File: config.mk
export PLATFORM = sky130hd
export DESIGN_NAME = csm_top
export DESIGN_NICKNAME = d
export VERILOG_FILES = /design/src/hdl/csm_osc_ctl.v /design/src/hdl/csm_top.v
export VERILOG_INCLUDE_DIRS = /design/src /design/src/hdl
export SDC_FILE = /design/constraint.sdc
export NUM_CORES = 1
export LEC_CHECK = 0
export ABC_AREA = 1
export BUFFER_PORTS_ARGS = -buffer_cell sky130_fd_sc_hd__buf_2
export CORE_UTILIZATION = 65
export DETAILED_ROUTE_END_ITERATION = 6
export GPL_TIMING_DRIVEN = 0
export PLACE_DENSITY = 0.86
export SYNTH_ARGS = -nofsm -noshare
export SYNTH_HDL_FRONTEND = slang
export SYNTH_SLANG_ARGS = --single-unit
File: constraint.sdc
create_clock -name ref_clk_in -period 4.6 [get_ports ref_clk_in]
set_input_delay 0.46 -clock ref_clk_in [delete_from_list [all_inputs] [get_ports ref_clk_in]]
set_output_delay 0.46 -clock ref_clk_in [all_outputs]
set_load 0.05 [all_outputs]
File: src/hdl/csm_defs.vh
// Purpose: Constants for the clock source manager
// Assumes: 40 MHz reference clock
// Notes:   Widths and encodings used by the top-level design file only
`ifndef CSM_DEFS_VH
`define CSM_DEFS_VH

// Number of requesting modules per clock domain
`define CSM_NREQ          8
// High-frequency source select codes
`define CSM_HF_RC         2'h0
`define CSM_HF_XTAL       2'h1
`define CSM_HF_EXT        2'h2
// Low-frequency source select codes
`define CSM_LF_RC         2'h0
`define CSM_LF_XTAL       2'h1
`define CSM_LF_EXT        2'h2
`define CSM_LF_SYNTH      2'h3
// Start-up wait of each oscillator and reference clock period, in ns
`define CSM_HF_XTAL_START_NS  800
`define CSM_HF_RC_START_NS    2500
`define CSM_LF_START_NS       1000
`define CSM_CLK_NS            25
// Reset values
`define CSM_SEL_RST       2'h0

`endif

File: src/hdl/csm_osc_ctl.v
// Purpose: Run/idle control and start-up wait for one oscillator
// Assumes: Start and stop come from logic on the same clock
// Notes:   Ready rises after START_CYC cycles of running
`timescale 1ns/1ps
module csm_osc_ctl #(
  parameter [11:0] START_CYC = 12'h001
) (
  input  wire ref_clk_in,
  input  wire rstn_in,
  input  wire need_in,
  output wire run_out,
  output wire ready_out
);

  localparam [2:0] ST_IDLE  = 3'h1;
  localparam [2:0] ST_START = 3'h2;
  localparam [2:0] ST_RUN   = 3'h4;

  reg  [2:0]  state_ff;
  reg  [2:0]  nxt_state;
  reg  [11:0] cnt_ff;
  reg  [11:0] nxt_cnt;

  // State and start-up counter
  always @*
  begin
    nxt_state = state_ff;
    nxt_cnt   = cnt_ff;
    case (state_ff)
      ST_IDLE:
      begin
        nxt_cnt = 12'h000;
        if (need_in)
          nxt_state = ST_START;
      end
      ST_START:
      begin
        nxt_cnt = cnt_ff + 12'h001;
        if (!need_in)
          nxt_state = ST_IDLE;
        else if (cnt_ff + 12'h001 >= START_CYC)
          nxt_state = ST_RUN;
      end
      ST_RUN:
      begin
        if (!need_in)
          nxt_state = ST_IDLE;
      end
      default:
        nxt_state = ST_IDLE;
    endcase
  end

  always @(posedge ref_clk_in or negedge rstn_in)
  begin
    if (!rstn_in)
    begin
      state_ff <= ST_IDLE;
      cnt_ff   <= 12'h000;
    end
    else
    begin
      state_ff <= nxt_state;
      cnt_ff   <= nxt_cnt;
    end
  end

  assign run_out   = (state_ff != ST_IDLE);
  assign ready_out = (state_ff == ST_RUN);

endmodule

File: src/hdl/csm_top.v
// Purpose: Automatic high/low frequency oscillator management
// Assumes: Requests and controls come from logic on ref_clk_in;
//          system_on_in is a pin and is synchronised here
// Notes:   Clock enables gate domain clocks; no clocks in OFF state
// Overview of operation
// A module request with no running source starts the RC oscillator
// When requests end, the oscillator the manager started goes idle
// Software override keeps a chosen oscillator running without requests
// Clocks are only supplied in the ON state, never when OFF
// HF clock is 16 MHz; a 32 MHz crystal is divided by two
// Radio activity forces HF sourcing from the crystal, never RC
// Synthesized LF clock keeps the HF source running while in use
// Requests tracked per domain; source runs on request or override
`timescale 1ns/1ps
`include "csm_defs.vh"
module csm_top (
  input  wire                  ref_clk_in,
  input  wire                  rstn_in,
  input  wire                  system_on_in,
  input  wire [`CSM_NREQ-1:0]  hf_req_in,
  input  wire [`CSM_NREQ-1:0]  lf_req_in,
  input  wire                  radio_active_in,
  input  wire                  hf_xtal_keep_in,
  input  wire                  lf_keep_in,
  input  wire [1:0]            lf_src_sel_in,
  input  wire                  xtal_is_32m_in,
  input  wire                  hf_xtal_edge_in,
  output reg                   hf_rc_run_out,
  output reg                   hf_xtal_run_out,
  output reg                   lf_rc_run_out,
  output reg                   lf_xtal_run_out,
  output reg                   hf_clk_en_out,
  output reg                   lf_clk_en_out,
  output reg  [1:0]            hf_src_out,
  output reg                   hf_xtal_div_out,
  output reg                   hf_xtal_tick_out
);

  // Start-up waits rounded up to whole cycles
  localparam integer HFX_WAIT = (`CSM_HF_XTAL_START_NS + `CSM_CLK_NS - 1)
                                / `CSM_CLK_NS;
  localparam integer HFR_WAIT = (`CSM_HF_RC_START_NS + `CSM_CLK_NS - 1)
                                / `CSM_CLK_NS;
  localparam integer LF_WAIT  = (`CSM_LF_START_NS + `CSM_CLK_NS - 1)
                                / `CSM_CLK_NS;
  // Cut on purpose to the controller's 12-bit counter
  localparam [11:0] HFX_CYC = HFX_WAIT[11:0];
  localparam [11:0] HFR_CYC = HFR_WAIT[11:0];
  localparam [11:0] LF_CYC  = LF_WAIT[11:0];

  // Synchroniser and divider flops
  reg        on_meta_ff;
  reg        on_sync_ff;
  reg        edge_meta_ff;
  reg        edge_sync_ff;
  reg        edge_prev_ff;
  reg        div_ff;

  // Request and need terms
  wire       hf_any_req;
  wire       lf_any_req;
  wire       lf_synth;
  wire       hf_need;
  wire       hfx_need;
  wire       hfr_need;
  wire       lfx_need;
  wire       lfr_need;

  // Oscillator controller status
  wire       hfx_run;
  wire       hfx_rdy;
  wire       hfr_run;
  wire       hfr_rdy;
  wire       lfx_run;
  wire       lfx_rdy;
  wire       lfr_run;
  wire       lfr_rdy;

  // Source decode and availability
  wire       lf_use_xtal;
  wire       hf_ok;
  wire       lf_ok;

  // OR-reduce a request vector
  function any_set;
    input [`CSM_NREQ-1:0] v;
    begin
      any_set = |v;
    end
  endfunction

  // Two-flop synchronisers for pin inputs
  always @(posedge ref_clk_in or negedge rstn_in)
  begin
    if (!rstn_in)
    begin
      on_meta_ff   <= 1'b0;
      on_sync_ff   <= 1'b0;
      edge_meta_ff <= 1'b0;
      edge_sync_ff <= 1'b0;
      edge_prev_ff <= 1'b0;
    end
    else
    begin
      on_meta_ff   <= system_on_in;
      on_sync_ff   <= on_meta_ff;
      edge_meta_ff <= hf_xtal_edge_in;
      edge_sync_ff <= edge_meta_ff;
      edge_prev_ff <= edge_sync_ff;
    end
  end

  // Per-domain request tracking, gated by system ON
  assign hf_any_req = on_sync_ff & any_set(hf_req_in);
  assign lf_any_req = on_sync_ff & any_set(lf_req_in);
  assign lf_synth   = (lf_src_sel_in == `CSM_LF_SYNTH);
  assign lf_use_xtal = (lf_src_sel_in == `CSM_LF_XTAL) |
                       (lf_src_sel_in == `CSM_LF_EXT);

  // HF needed by modules, radio, or synthesized LF
  assign hf_need  = hf_any_req | (on_sync_ff & radio_active_in)
                  | (lf_any_req & lf_synth)
                  | (on_sync_ff & lf_keep_in & lf_synth);
  // Crystal runs on override or radio; else RC fills in
  assign hfx_need = on_sync_ff & (hf_xtal_keep_in | radio_active_in);
  assign hfr_need = hf_need & ~hfx_need;
  // LF source chosen by selection; RC is the automatic default
  assign lfx_need = on_sync_ff & lf_use_xtal
                  & (lf_any_req | lf_keep_in);
  assign lfr_need = on_sync_ff & (lf_src_sel_in == `CSM_LF_RC)
                  & (lf_any_req | lf_keep_in);

  // HF crystal: started by override or radio only
  csm_osc_ctl #(.START_CYC(HFX_CYC)) u_hfx (
    .ref_clk_in (ref_clk_in),
    .rstn_in    (rstn_in),
    .need_in    (hfx_need),
    .run_out    (hfx_run),
    .ready_out  (hfx_rdy)
  );

  // HF RC oscillator: automatic source for module requests
  csm_osc_ctl #(.START_CYC(HFR_CYC)) u_hfr (
    .ref_clk_in (ref_clk_in),
    .rstn_in    (rstn_in),
    .need_in    (hfr_need),
    .run_out    (hfr_run),
    .ready_out  (hfr_rdy)
  );

  // LF crystal or external source, by selection
  csm_osc_ctl #(.START_CYC(LF_CYC)) u_lfx (
    .ref_clk_in (ref_clk_in),
    .rstn_in    (rstn_in),
    .need_in    (lfx_need),
    .run_out    (lfx_run),
    .ready_out  (lfx_rdy)
  );

  // LF RC oscillator, the automatic LF default
  csm_osc_ctl #(.START_CYC(LF_CYC)) u_lfr (
    .ref_clk_in (ref_clk_in),
    .rstn_in    (rstn_in),
    .need_in    (lfr_need),
    .run_out    (lfr_run),
    .ready_out  (lfr_rdy)
  );

  // Clock availability per domain
  assign hf_ok = hfx_rdy | hfr_rdy;
  assign lf_ok = lf_synth ? hf_ok : (lfx_rdy | lfr_rdy);

  // Crystal divider: 32 MHz crystal halved to give 16 MHz
  always @(posedge ref_clk_in or negedge rstn_in)
  begin
    if (!rstn_in)
    begin
      div_ff           <= 1'b0;
      hf_xtal_tick_out <= 1'b0;
    end
    else
    begin
      if (!hfx_rdy)
        div_ff <= 1'b0;
      else if (edge_sync_ff & ~edge_prev_ff)
        div_ff <= ~div_ff;
      // One tick per 16 MHz period
      hf_xtal_tick_out <= hfx_rdy & edge_sync_ff & ~edge_prev_ff
                        & (~xtal_is_32m_in | div_ff);
    end
  end

  // Registered outputs
  always @(posedge ref_clk_in or negedge rstn_in)
  begin
    if (!rstn_in)
    begin
      hf_rc_run_out   <= 1'b0;
      hf_xtal_run_out <= 1'b0;
      lf_rc_run_out   <= 1'b0;
      lf_xtal_run_out <= 1'b0;
      hf_clk_en_out   <= 1'b0;
      lf_clk_en_out   <= 1'b0;
      hf_src_out      <= `CSM_SEL_RST;
      hf_xtal_div_out <= 1'b0;
    end
    else
    begin
      hf_rc_run_out   <= hfr_run;
      hf_xtal_run_out <= hfx_run;
      lf_rc_run_out   <= lfr_run;
      lf_xtal_run_out <= lfx_run;
      hf_clk_en_out   <= on_sync_ff & hf_ok
                       & (hf_need | hfx_need);
      lf_clk_en_out   <= on_sync_ff & lf_ok
                       & (lf_any_req | lf_keep_in);
      hf_src_out      <= hfx_rdy ? `CSM_HF_XTAL : `CSM_HF_RC;
      hf_xtal_div_out <= xtal_is_32m_in;
    end
  end

endmodule

==> flow_summary.json, run 1 <==
{
  "outcome": "finished, violations left",
  "violations": "design-rule violations",
  "setup_viol": 0,
  "finalCritPeriodShare_pct": 37.7,
  "r2r_cells": 12,
  "rsz0062_at_grt": "no",
  "grt_util_all_layers_pct": 30.2,
  "worst_pin_slew_ns": 0.589,
  "clk_pin_slew_worst_paths_ns": 0.08,
  "core_um2": 6420,
  "p_leak_uw": 0.00250,
  "cts_hold_buf": 0,
  "syn2layout_area_growth_pct": 11.5,
  "seqPwrFrac_pct": 49.8,
  "finalWirelength_um": 9630,
  "io_buffers": 34,
  "ios": 36,
  "synthesis.nets": 627,
  "antenna_found_initial": 0,
  "grt_pass1_vias": 3923,
  "clk_path_buf_depth": 2,
  "intPower_uw": 1020,
  "cp.arrival_ns": 1.98,
  "hpwl_um": 7070,
  "die_width_um": 83.9,
  "yosysUniqueCellTypes": 42,
  "r2r-start": "u_lfx.cnt_ff[0]",
  "start_util_pct": 67.9,
  "nets": 673,
  "wl_per_cell_um": 13.3,
  "max_slew_margin_pct": 60.4,
  "postSynth.asyncResetShare_pct": 100,
  "worstSetupPathType": "reg -> reg",
  "ys_seq_area_share_pct": 43.2,
  "drcViolationCount": 6,
  "clk_latency_ns": 0.35,
  "p_clk_share_pct": 36.8,
  "skew_ns": 0.00858,
  "crit_path_max_fanout": 6,
  "final_util_pct": 75.7,
  "antennaDiodeCount": 0,
  "slew_viol_final": 0,
  "critPathRequiredTime_ns": 4.85,
  "rows": 29,
  "max-cap-violations": 0,
  "firstDrtPassIters": 7,
  "timing.rr.end": "u_lfx.state_ff[1]",
  "tns_ns": 0,
  "final_cell_mix": "178 x nand2_1, 90 x inv_1, 71 x dfrtp_1, 51 x nor2_1, 47 x nand3_1",
  "synth_edf_count": 0,
  "cp_cell_sequence": "ha_1 -> nand2_1 -> nor2_4 -> nand2_1 -> nand2_1 -> nand2_1 -> inv_2 -> nand2_1 -> nor2_1 -> nand3_1 -> nand3_1 -> nand2_1",
  "worst_path_max_delay_cell": "dfrtp_1",
  "hp-class": "in -> async",
  "clock_sinks": 75,
  "powerDensity_nw_per_um2": 295,
  "detail_route.vias_per_cell": 5.60,
  "htreeDepth": 3,
  "swShare_pct": 28.9,
  "final_common_cell": "nand2_1",
  "yosys_register_bits": 75,
  "synth_warnings": 0,
  "die_y_um": 83.9,
  "cts_tree": "done",
  "ir_drop_uv": 209,
  "end_kind": "register",
  "gp_congestion": 0.895,
  "avgSynthCellArea_um2": 7.34,
  "syn-instance-count": 594,
  "drt_iter0_markers": 254,
  "switchingPower_uw": 414,
  "die_area_um2": 7040,
  "p_comb_share_pct": 13.4,
  "total_power_uw": 1430,
  "critPathLaunchType": "register",
  "critPathMostFrequentCell": "nand2_1",
  "hold_viol_final": 0,
  "cts_buffers": 9,
  "r2r_slack_ns": 2.87,
  "synthFlopType": "dfrtp_1",
  "via_count": 4043,
  "grt_overflow": 0,
  "grt_pass1_wl_um": 17100,
  "postRouteAntennaNets": 0,
  "syn_area_um2": 4360,
  "grt_max_degree": 51,
  "drive_gt1_share_pct": 14.1,
  "clockRootBuffer": "clkbuf_8",
  "fin_crit_ns": 1.73,
  "fmax_ghz": 0.577,
  "cts_setup_buffers": 0,
  "post_cts_resized": 0,
  "cpPeakStageDelay_ns": 0.44
}
==> per-stage QoR <==
step	instance area, um^2	instances	setup WS (ns)	hold WS (ns)
floorplan	4360	594	3.11	0.164
global placement	4630	705	2.62	0.335
detailed placement	4660	706	2.88	0.336
CTS	4860	722	2.88	0.0126
global route	4860	722	2.60	0.0382
finish	4860	722	2.87	0.0104
==> power groups by stage <==
stage          Sequential [uW]  Clock (uW)  Combinational, uW
2_1_floorplan              756           0               89.2
3_3_place_gp               725           0                182
3_5_place_dp               727           0                191
4_1_cts                    714         532                192
5_1_grt                    718         560                212
6_report                   714         527                192
==> cell families (layout without fill, tap and decap cells) <==
logic type | count (synthesis) | count (layout) | synth area share, %
AOI/OAI and AO/OA | 66 | 66 | 9.33
xor gates and xnor gates | 6 | 6 | 1.21
adders and majority gates | 7 | 7 | 2.01
buffers and inverters | 102 | 153 | 9.07
DFF | 75 | 75 | 43.2
other | 1 | 1 | 0.0860
and+or+nand+nor | 337 | 337 | 35.1
==> cells in the mapped netlist (all sizes together) (3+ instances only) <==
cell type | instances | area share [%]
nor3 | 19 | 2.8
buf | 6 | 0.80
o31ai | 7 | 1.2
xor2 | 5 | 1.0
nor2 | 61 | 6.7
inv | 95 | 8.2
nand3 | 50 | 6.1
o21ai | 25 | 2.9
nand4 | 17 | 2.4
dfstp | 4 | 2.4
ha | 7 | 2.0
a21oi | 3 | 0.43
nand2 | 184 | 16
or2 | 3 | 0.43
dfrtp | 71 | 41
o22ai | 23 | 3.3
==> sequential cells by signal, summed over array words and instances, names as in the netlist, 3 cells and up <==
signal and flops:
u_hfr.cnt_ff 12, u_hfr.state_ff 3, u_hfx.cnt_ff 12, u_hfx.state_ff 3
u_lfr.cnt_ff 12, u_lfr.state_ff 3, u_lfx.cnt_ff 12, u_lfx.state_ff 3
==> how the worst max path moves through the flow <==
stage	startpoint	endpoint	slack [ns]	cells past startpoint
global placement	rstn_in	u_lfr.cnt_ff[7]	2.62	1
finish	u_lfx.cnt_ff[0]	u_lfx.state_ff[1]	2.87	12
detailed placement	lf_req_in[1]	u_hfr.state_ff[2]	2.88	11
global route	u_lfx.cnt_ff[0]	u_lfx.state_ff[1]	2.60	12
floorplan	u_lfx.cnt_ff[0]	u_lfx.state_ff[1]	3.11	12
CTS	u_lfx.cnt_ff[0]	u_lfx.state_ff[1]	2.88	12
==> worst max-delay path: cells and delay by family (launching register included) <==
family | cells | cell delay (ns)
adders and majority gates | 1 | 0.25
buffers and inverters | 1 | 0.08
DFF | 1 | 0.44
and+or+nand+nor | 10 | 0.87
==> metal layers <==
layer | GRT usage [%] | routed length, um
met2 | 52.1 | 4780
met5 | 0 | 0
met4 | 11.0 | 174
met3 | 4.15 | 503
met1 | 38.8 | 4170
==> layout make-up <==
cell class / count / area (um^2)
plain buffers: 7 / 38.8
clock buffers: 12 / 155
clock inverters: 4 / 48.8
fillers: 490 / 1560
inverters: 95 / 357
multi-input cells: 417 / 2080
flip-flops and latches: 75 / 1880
well taps: 77 / 96.3
repair buffers: 35 / 200
No activity file was read; power rests on OpenSTA's default activity.
==> inputs of run 2 (changes only) <==
--- a/config.mk
+++ b/config.mk
@@ -8,10 +8,10 @@
 export LEC_CHECK = 0
 export ABC_AREA = 1
 export BUFFER_PORTS_ARGS = -buffer_cell sky130_fd_sc_hd__buf_2
-export CORE_UTILIZATION = 65
+export CORE_UTILIZATION = 54
 export DETAILED_ROUTE_END_ITERATION = 6
 export GPL_TIMING_DRIVEN = 0
-export PLACE_DENSITY = 0.86
+export PLACE_DENSITY = 0.76
 export SYNTH_ARGS = -nofsm -noshare
 export SYNTH_HDL_FRONTEND = slang
 export SYNTH_SLANG_ARGS = --single-unit
==> constraint.sdc (replaced) <==
create_clock -name ref_clk_in -period 1.5 [get_ports ref_clk_in]
set_input_delay 0.15 -clock ref_clk_in [delete_from_list [all_inputs] [get_ports ref_clk_in]]
set_output_delay 0.15 -clock ref_clk_in [all_outputs]
set_load 0.05 [all_outputs]
==> run 2 against run 1 <==
Effect of this change: the flow finishes with violations (negative setup slack); die area increased by 20%; final cell count increased by 8.0%; core utilization fell by 5.2 points; first-iteration DRC count is 19% lower; largest power group unchanged; via count grew 7.3%; final area increased by 13%; critical path depth is 1 lower; global-route usage down 4.5 points; sequential power increased to 3.1 times the previous value; critical path type unchanged; flip-flop and latch count unchanged; wire length is 13% higher.
==> flow_summary.json, run 2 (same netlist as run 1, synthesis figures left out) <==
{
  "grt_util_all_layers_pct": 25.6,
  "end_kind": "register",
  "r2r_cells": 11,
  "worstSetupPathType": "reg -> reg",
  "met3_usage_pct": 4.31,
  "max-cap-violations": 0,
  "met1_usage_pct": 31.5,
  "drcViolationCount": 0,
  "ios": 36,
  "p_leak_uw": 0.00270,
  "clk_latency_ns": 0.34,
  "start_util_pct": 56.1,
  "fillers": 607,
  "gp_congestion": 0.891,
  "cts_buffers": 9,
  "ir_drop_uv": 637,
  "die_y_um": 91.8,
  "critPathMostFrequentCell": "nand2_2",
  "r2r-start": "u_lfr.cnt_ff[0]",
  "via_count": 4337,
  "die_area_um2": 8440,
  "cp-endpoint": "u_lfr.state_ff[1]",
  "final_common_cell": "nand2_1",
  "cts_tree": "done",
  "grt_pass1_vias": 4000,
  "violations": "negative setup slack",
  "grt_overflow": 0,
  "setup_viol": 6,
  "io_buffers": 34,
  "final_cell_mix": "157 x nand2_1, 81 x inv_1, 63 x dfrtp_1, 41 x nor2_1, 37 x nand3_1",
  "critPathLaunchType": "register",
  "hold_viol_final": 0,
  "finalCritPeriodShare_pct": 108,
  "timing.rr.end": "u_lfr.state_ff[1]",
  "clk_path_buf_depth": 2,
  "grt_pass1_wl_um": 17400,
  "drive_gt1_share_pct": 28.6,
  "slew_viol_final": 0,
  "crit_path_max_fanout": 4,
  "cp.arrival_ns": 1.89,
  "antenna_found_initial": 0,
  "clk_pin_slew_worst_paths_ns": 0.08,
  "finalWirelength_um": 10800,
  "hpwl_um": 6670,
  "nets": 707,
  "total_power_uw": 4290,
  "outcome": "finished, violations left",
  "worst_path_max_delay_cell": "dfrtp_1",
  "r2r_slack_ns": -0.11,
  "wl_per_cell_um": 13.9,
  "timing.hold.ws_ns": 0.213,
  "rows": 32,
  "skew_ns": 0.00694,
  "rsz0062_at_grt": "yes",
  "firstDrtPassIters": 5,
  "final_util_pct": 70.5,
  "cp_cell_sequence": "ha_4 -> nand3_4 -> nor2_4 -> nand2_2 -> nand2_2 -> nand2_2 -> nor2_1 -> nand2_1 -> nor2_2 -> nand3_2 -> nand2_1",
  "critPathRequiredTime_ns": 1.78,
  "htreeDepth": 3,
  "cpPeakStageDelay_ns": 0.43,
  "grtUsageMet2_pct": 44.5,
  "die_width_um": 91.8,
  "final_cells": 780,
  "antennaDiodeCount": 0,
  "clockRootBuffer": "clkbuf_8",
  "gr-max-usage-layer": "met2",
  "clock_sinks": 75,
  "core_um2": 7770,
  "setup_slack_ns": -0.113,
  "powerDensity_nw_per_um2": 783,
  "postRouteAntennaNets": 0,
  "hp-class": "in -> async",
  "detail_route.vias_per_cell": 5.56,
  "drt_iter0_markers": 207,
  "fin_crit_ns": 1.61,
  "grt_max_degree": 60,
  "crit_path_start": "u_lfr.cnt_ff[0]",
  "placed_cells": 731,
  "fmax_ghz": 0.620,
  "syn2layout_area_growth_pct": 25.5
}
[run 2: changes by cell type in the layout (fill, tap and decap cells not counted), moves of 10 or more]
cell	previous run	this run
nand3_1	47	37
nand2_2	6	21
nand2_1	178	157
nor2_1	51	41
buf_4	3	25
[run 2: worst min path at each step]
stage | from | endpoint | slack, ns | depth (start not counted)
finish | rstn_in | u_hfr.cnt_ff[5] | 0.21 | 2
global route | rstn_in | u_hfr.cnt_ff[5] | 0.23 | 2
CTS | rstn_in | u_hfr.cnt_ff[5] | 0.22 | 2
detailed placement | rstn_in | u_hfr.cnt_ff[5] | 0.04 | 1
global placement | hf_xtal_edge_in | edge_meta_ff | 0.26 | 1
floorplan | rstn_in | div_ff | -0.15 | 0
[run 2: area by class of cell]
class | count | area, um^2 | share of cell area, %
Clock inverter | 3 | 15.0 | 0.274
Buffer | 7 | 51.3 | 0.937
Sequential cell | 75 | 1890 | 34.6
Inverter | 95 | 363 | 6.63
Multi-Input combinational cell | 420 | 2410 | 44.1
Timing Repair Buffer | 66 | 465 | 8.50
Clock buffer | 12 | 145 | 2.65
Tap cell | 102 | 128 | 2.33
[run 2: report_power, final]
group,switching (uW),leakage [uW],total (uW),internal [uW]
registers,83.4,0.000996,2210,2130
clock network,713,0.0000860,1340,630
logic,494,0.00162,734,240
[run 2: worst max-delay path, delay by kind of cell, from the launching register on]
kind / cells / cell delay (ns)
and+or+nand+nor: 10 / 0.93
DFF: 1 / 0.43
adders and majority gates: 1 / 0.19
[run 2: per-layer routing]
| layer | up-vias | wire, um |
|---|---|---|
| li1 | 2085 | - |
| met1 | 2055 | 4430 |
| met2 | 166 | 5530 |
| met3 | 31 | 626 |
| met4 | 0 | 246 |
| met5 | - | 0 |
[run 2: metrics by stage]
stage	cell area [um^2]	setup WS, ns	setup TNS [ns]
2_1_floorplan	4360	0.0122	0
3_3_place_gp	4660	-0.224	-17.02
3_5_place_dp	4690	-0.207	-2.88
4_1_cts	5220	-0.0530	-0.168
5_1_grt	5470	-0.241	-1.30
6_report	5470	-0.113	-0.436
[run 2: timing repair]
item | in CTS | in global routing
setup buffers | 19 | 9
setup endpoints to repair | 34 | 42
gates cloned | 2 | 1
pin swaps | 31 | 30
endpoints found under the hold margin | 20 | 0
resized for setup | 52 | 54
hold buffers | 4 | 0
==> inputs of run 3 (changes only) <==
--- a/config.mk
+++ b/config.mk
@@ -8,10 +8,10 @@
 export LEC_CHECK = 0
 export ABC_AREA = 1
 export BUFFER_PORTS_ARGS = -buffer_cell sky130_fd_sc_hd__buf_2
-export CORE_UTILIZATION = 54
+export CORE_UTILIZATION = 50
 export DETAILED_ROUTE_END_ITERATION = 6
 export GPL_TIMING_DRIVEN = 0
-export PLACE_DENSITY = 0.76
+export PLACE_DENSITY = 0.71
 export SYNTH_ARGS = -nofsm -noshare
 export SYNTH_HDL_FRONTEND = slang
 export SYNTH_SLANG_ARGS = --single-unit
==> run 3 against run 2 <==
Effect of this change: the run still ends with negative setup slack left; flip-flop and latch count stayed put; largest power group unchanged; worst setup slack improved by 0.017 ns; wire length fell by 6.3%; first-iteration DRC count decreased by 14%; register-to-register slack improved by 0.02 ns.
==> flow_summary.json, run 3 (same netlist as run 1, synthesis figures left out) <==
{
  "outcome": "finished, violations left",
  "violations": "negative setup slack",
  "grt_util_all_layers_pct": 23.5,
  "antenna_found_initial": 0,
  "max-cap-violations": 0,
  "grt_max_degree": 55,
  "grt_overflow": 0,
  "ios": 36,
  "die_width_um": 95.4,
  "htreeDepth": 3,
  "clockRootBuffer": "clkbuf_8",
  "hpwl_um": 6540,
  "r2r_cells": 10,
  "ir_drop_uv": 887,
  "io_buffers": 34,
  "die_area_um2": 9100,
  "stdcell_area_um2": 5450,
  "total_power_uw": 4830,
  "worst_path_max_delay_cell": "dfrtp_1",
  "drive_gt1_share_pct": 26.9,
  "rsz0062_at_grt": "yes",
  "critPathMostFrequentCell": "nand2_2",
  "via_count": 4110,
  "final_cell_mix": "154 x nand2_1, 83 x inv_1, 64 x dfrtp_1, 44 x nor2_1, 39 x nand3_1",
  "grt_pass1_vias": 3898,
  "skew_ns": 0.0102,
  "fin_crit_ns": 1.60,
  "setup_viol": 6,
  "cpPeakStageDelay_ns": 0.43,
  "final_common_cell": "nand2_1",
  "finalWirelength_um": 10200,
  "detail_route.vias_per_cell": 5.30,
  "antennaDiodeCount": 0,
  "firstDrtPassIters": 4,
  "worstSetupPathType": "reg -> reg",
  "critical-path-top-delay-family": "simple AND/OR/NAND/NOR gates",
  "post-place-ws_ns": -0.233,
  "finalCritPeriodShare_pct": 106,
  "postRouteAntennaNets": 0,
  "hp-class": "in -> async",
  "drcViolationCount": 0,
  "tns_ns": -0.375,
  "grt_pass1_wl_um": 16700,
  "wl_per_cell_um": 13.1,
  "start_util_pct": 52.3,
  "clk_pin_slew_worst_paths_ns": 0.09,
  "place_area_um2": 4690,
  "powerDensity_nw_per_um2": 885,
  "critPathRequiredTime_ns": 1.75,
  "drt_iter0_markers": 179,
  "core_um2": 8340,
  "fmax_ghz": 0.627,
  "timing.rr.end": "u_lfr.state_ff[2]",
  "rows": 33,
  "cp_cell_sequence": "ha_4 -> nand3_4 -> nor2_4 -> nand2_2 -> nand2_2 -> nand2_2 -> nor3_1 -> nand3_1 -> nand2_1 -> inv_1",
  "r2r_slack_ns": -0.1,
  "clk_path_buf_depth": 2,
  "placed_cells": 734,
  "cp_num_buf_inv": 1,
  "clk_latency_ns": 0.35,
  "cts_buffers": 9,
  "gp_congestion": 0.841,
  "p_leak_uw": 0.00271,
  "hold_viol_final": 0,
  "final_cells": 775,
  "r2r-start": "u_lfr.cnt_ff[0]",
  "setup_slack_ns": -0.0955,
  "clock_sinks": 75,
  "syn2layout_area_growth_pct": 25.1,
  "cts_tree": "done",
  "die_y_um": 95.4,
  "slew_viol_final": 0,
  "cp.arrival_ns": 1.84,
  "nets": 698,
  "crit_path_max_fanout": 4,
  "end_kind": "register",
  "critPathLaunchType": "register"
}
==> run 3: changes by cell type in the layout (fill, tap and decap cells not counted), sizes merged <==
| cell | change |
|---|---|
| buf | -8 |
| bufinv | +3 |
| clkbuf | -3 |
| inv | +3 |
| clkinv | -2 |
| nor2 | -1 |
==> run 3: metrics by stage <==
| stage | hold WS, ns | util, % |
|---|---|---|
| final | 0.225 | 65.4 |
| after global routing | 0.259 | 65.4 |
| after CTS | 0.227 | 62.5 |
| after detailed placement | 0.0709 | 56.2 |
| after global placement | 0.260 | 55.9 |
| after floorplan | -0.146 | - |
==> run 3: area by class of cell <==
| type | instances | area [um^2] |
|---|---|---|
| Multi-Input combinational cell | 419 | 2370 |
| Tap cell | 105 | 131 |
| Timing Repair Buffer | 58 | 407 |
| Sequential cell | 75 | 1890 |
| Clock inverter | 7 | 124 |
| Fill cell | 689 | 2890 |
| Clock buffer | 9 | 124 |
| Inverter | 95 | 357 |
| Buffer | 7 | 47.5 |
==> run 3: per-layer routing <==
metal | GRT usage [%] | part of all wire (%) | vias up
met1 | 29.6 | 45 | 1953
met2 | 41.2 | 50 | 91
met5 | 0 | 0 | -
li1 | - | - | 2056
met3 | 4.39 | 3.7 | 10
met4 | 6.47 | 0.83 | 0
==> run 3: timing repair <==
item                       4_1_cts  5_1_grt
pin swaps                       25       33
hold buffers                     4        0
cloned                           2        0
gates resized for setup         40       54
setup endpoints to repair       40       41
buffers inserted                13        7
hold endpoints to repair        25        0
==> run 3: how the worst max path moves through the flow <==
stage	slack, ns	to	cells after the start	start
final	-0.1	u_lfr.state_ff[2]	10	u_lfr.cnt_ff[0]
after global routing	-0.23	u_lfr.state_ff[1]	11	u_lfr.cnt_ff[0]
after CTS	-0.06	u_hfr.state_ff[2]	10	u_hfr.cnt_ff[0]
after detailed placement	-0.23	u_hfx.cnt_ff[4]	6	u_hfx.state_ff[0]
after global placement	-0.24	u_lfr.cnt_ff[4]	1	rstn_in
after floorplan	0.01	u_lfx.state_ff[1]	12	u_lfx.cnt_ff[0]
==> run 3: power breakdown <==
part | switching [uW] | leakage, uW | internal, uW
clock network | 822 | 0.000120 | 1120
registers | 76.8 | 0.000997 | 2120
logic | 477 | 0.00159 | 209
total | 1380 | 0.00271 | 3450
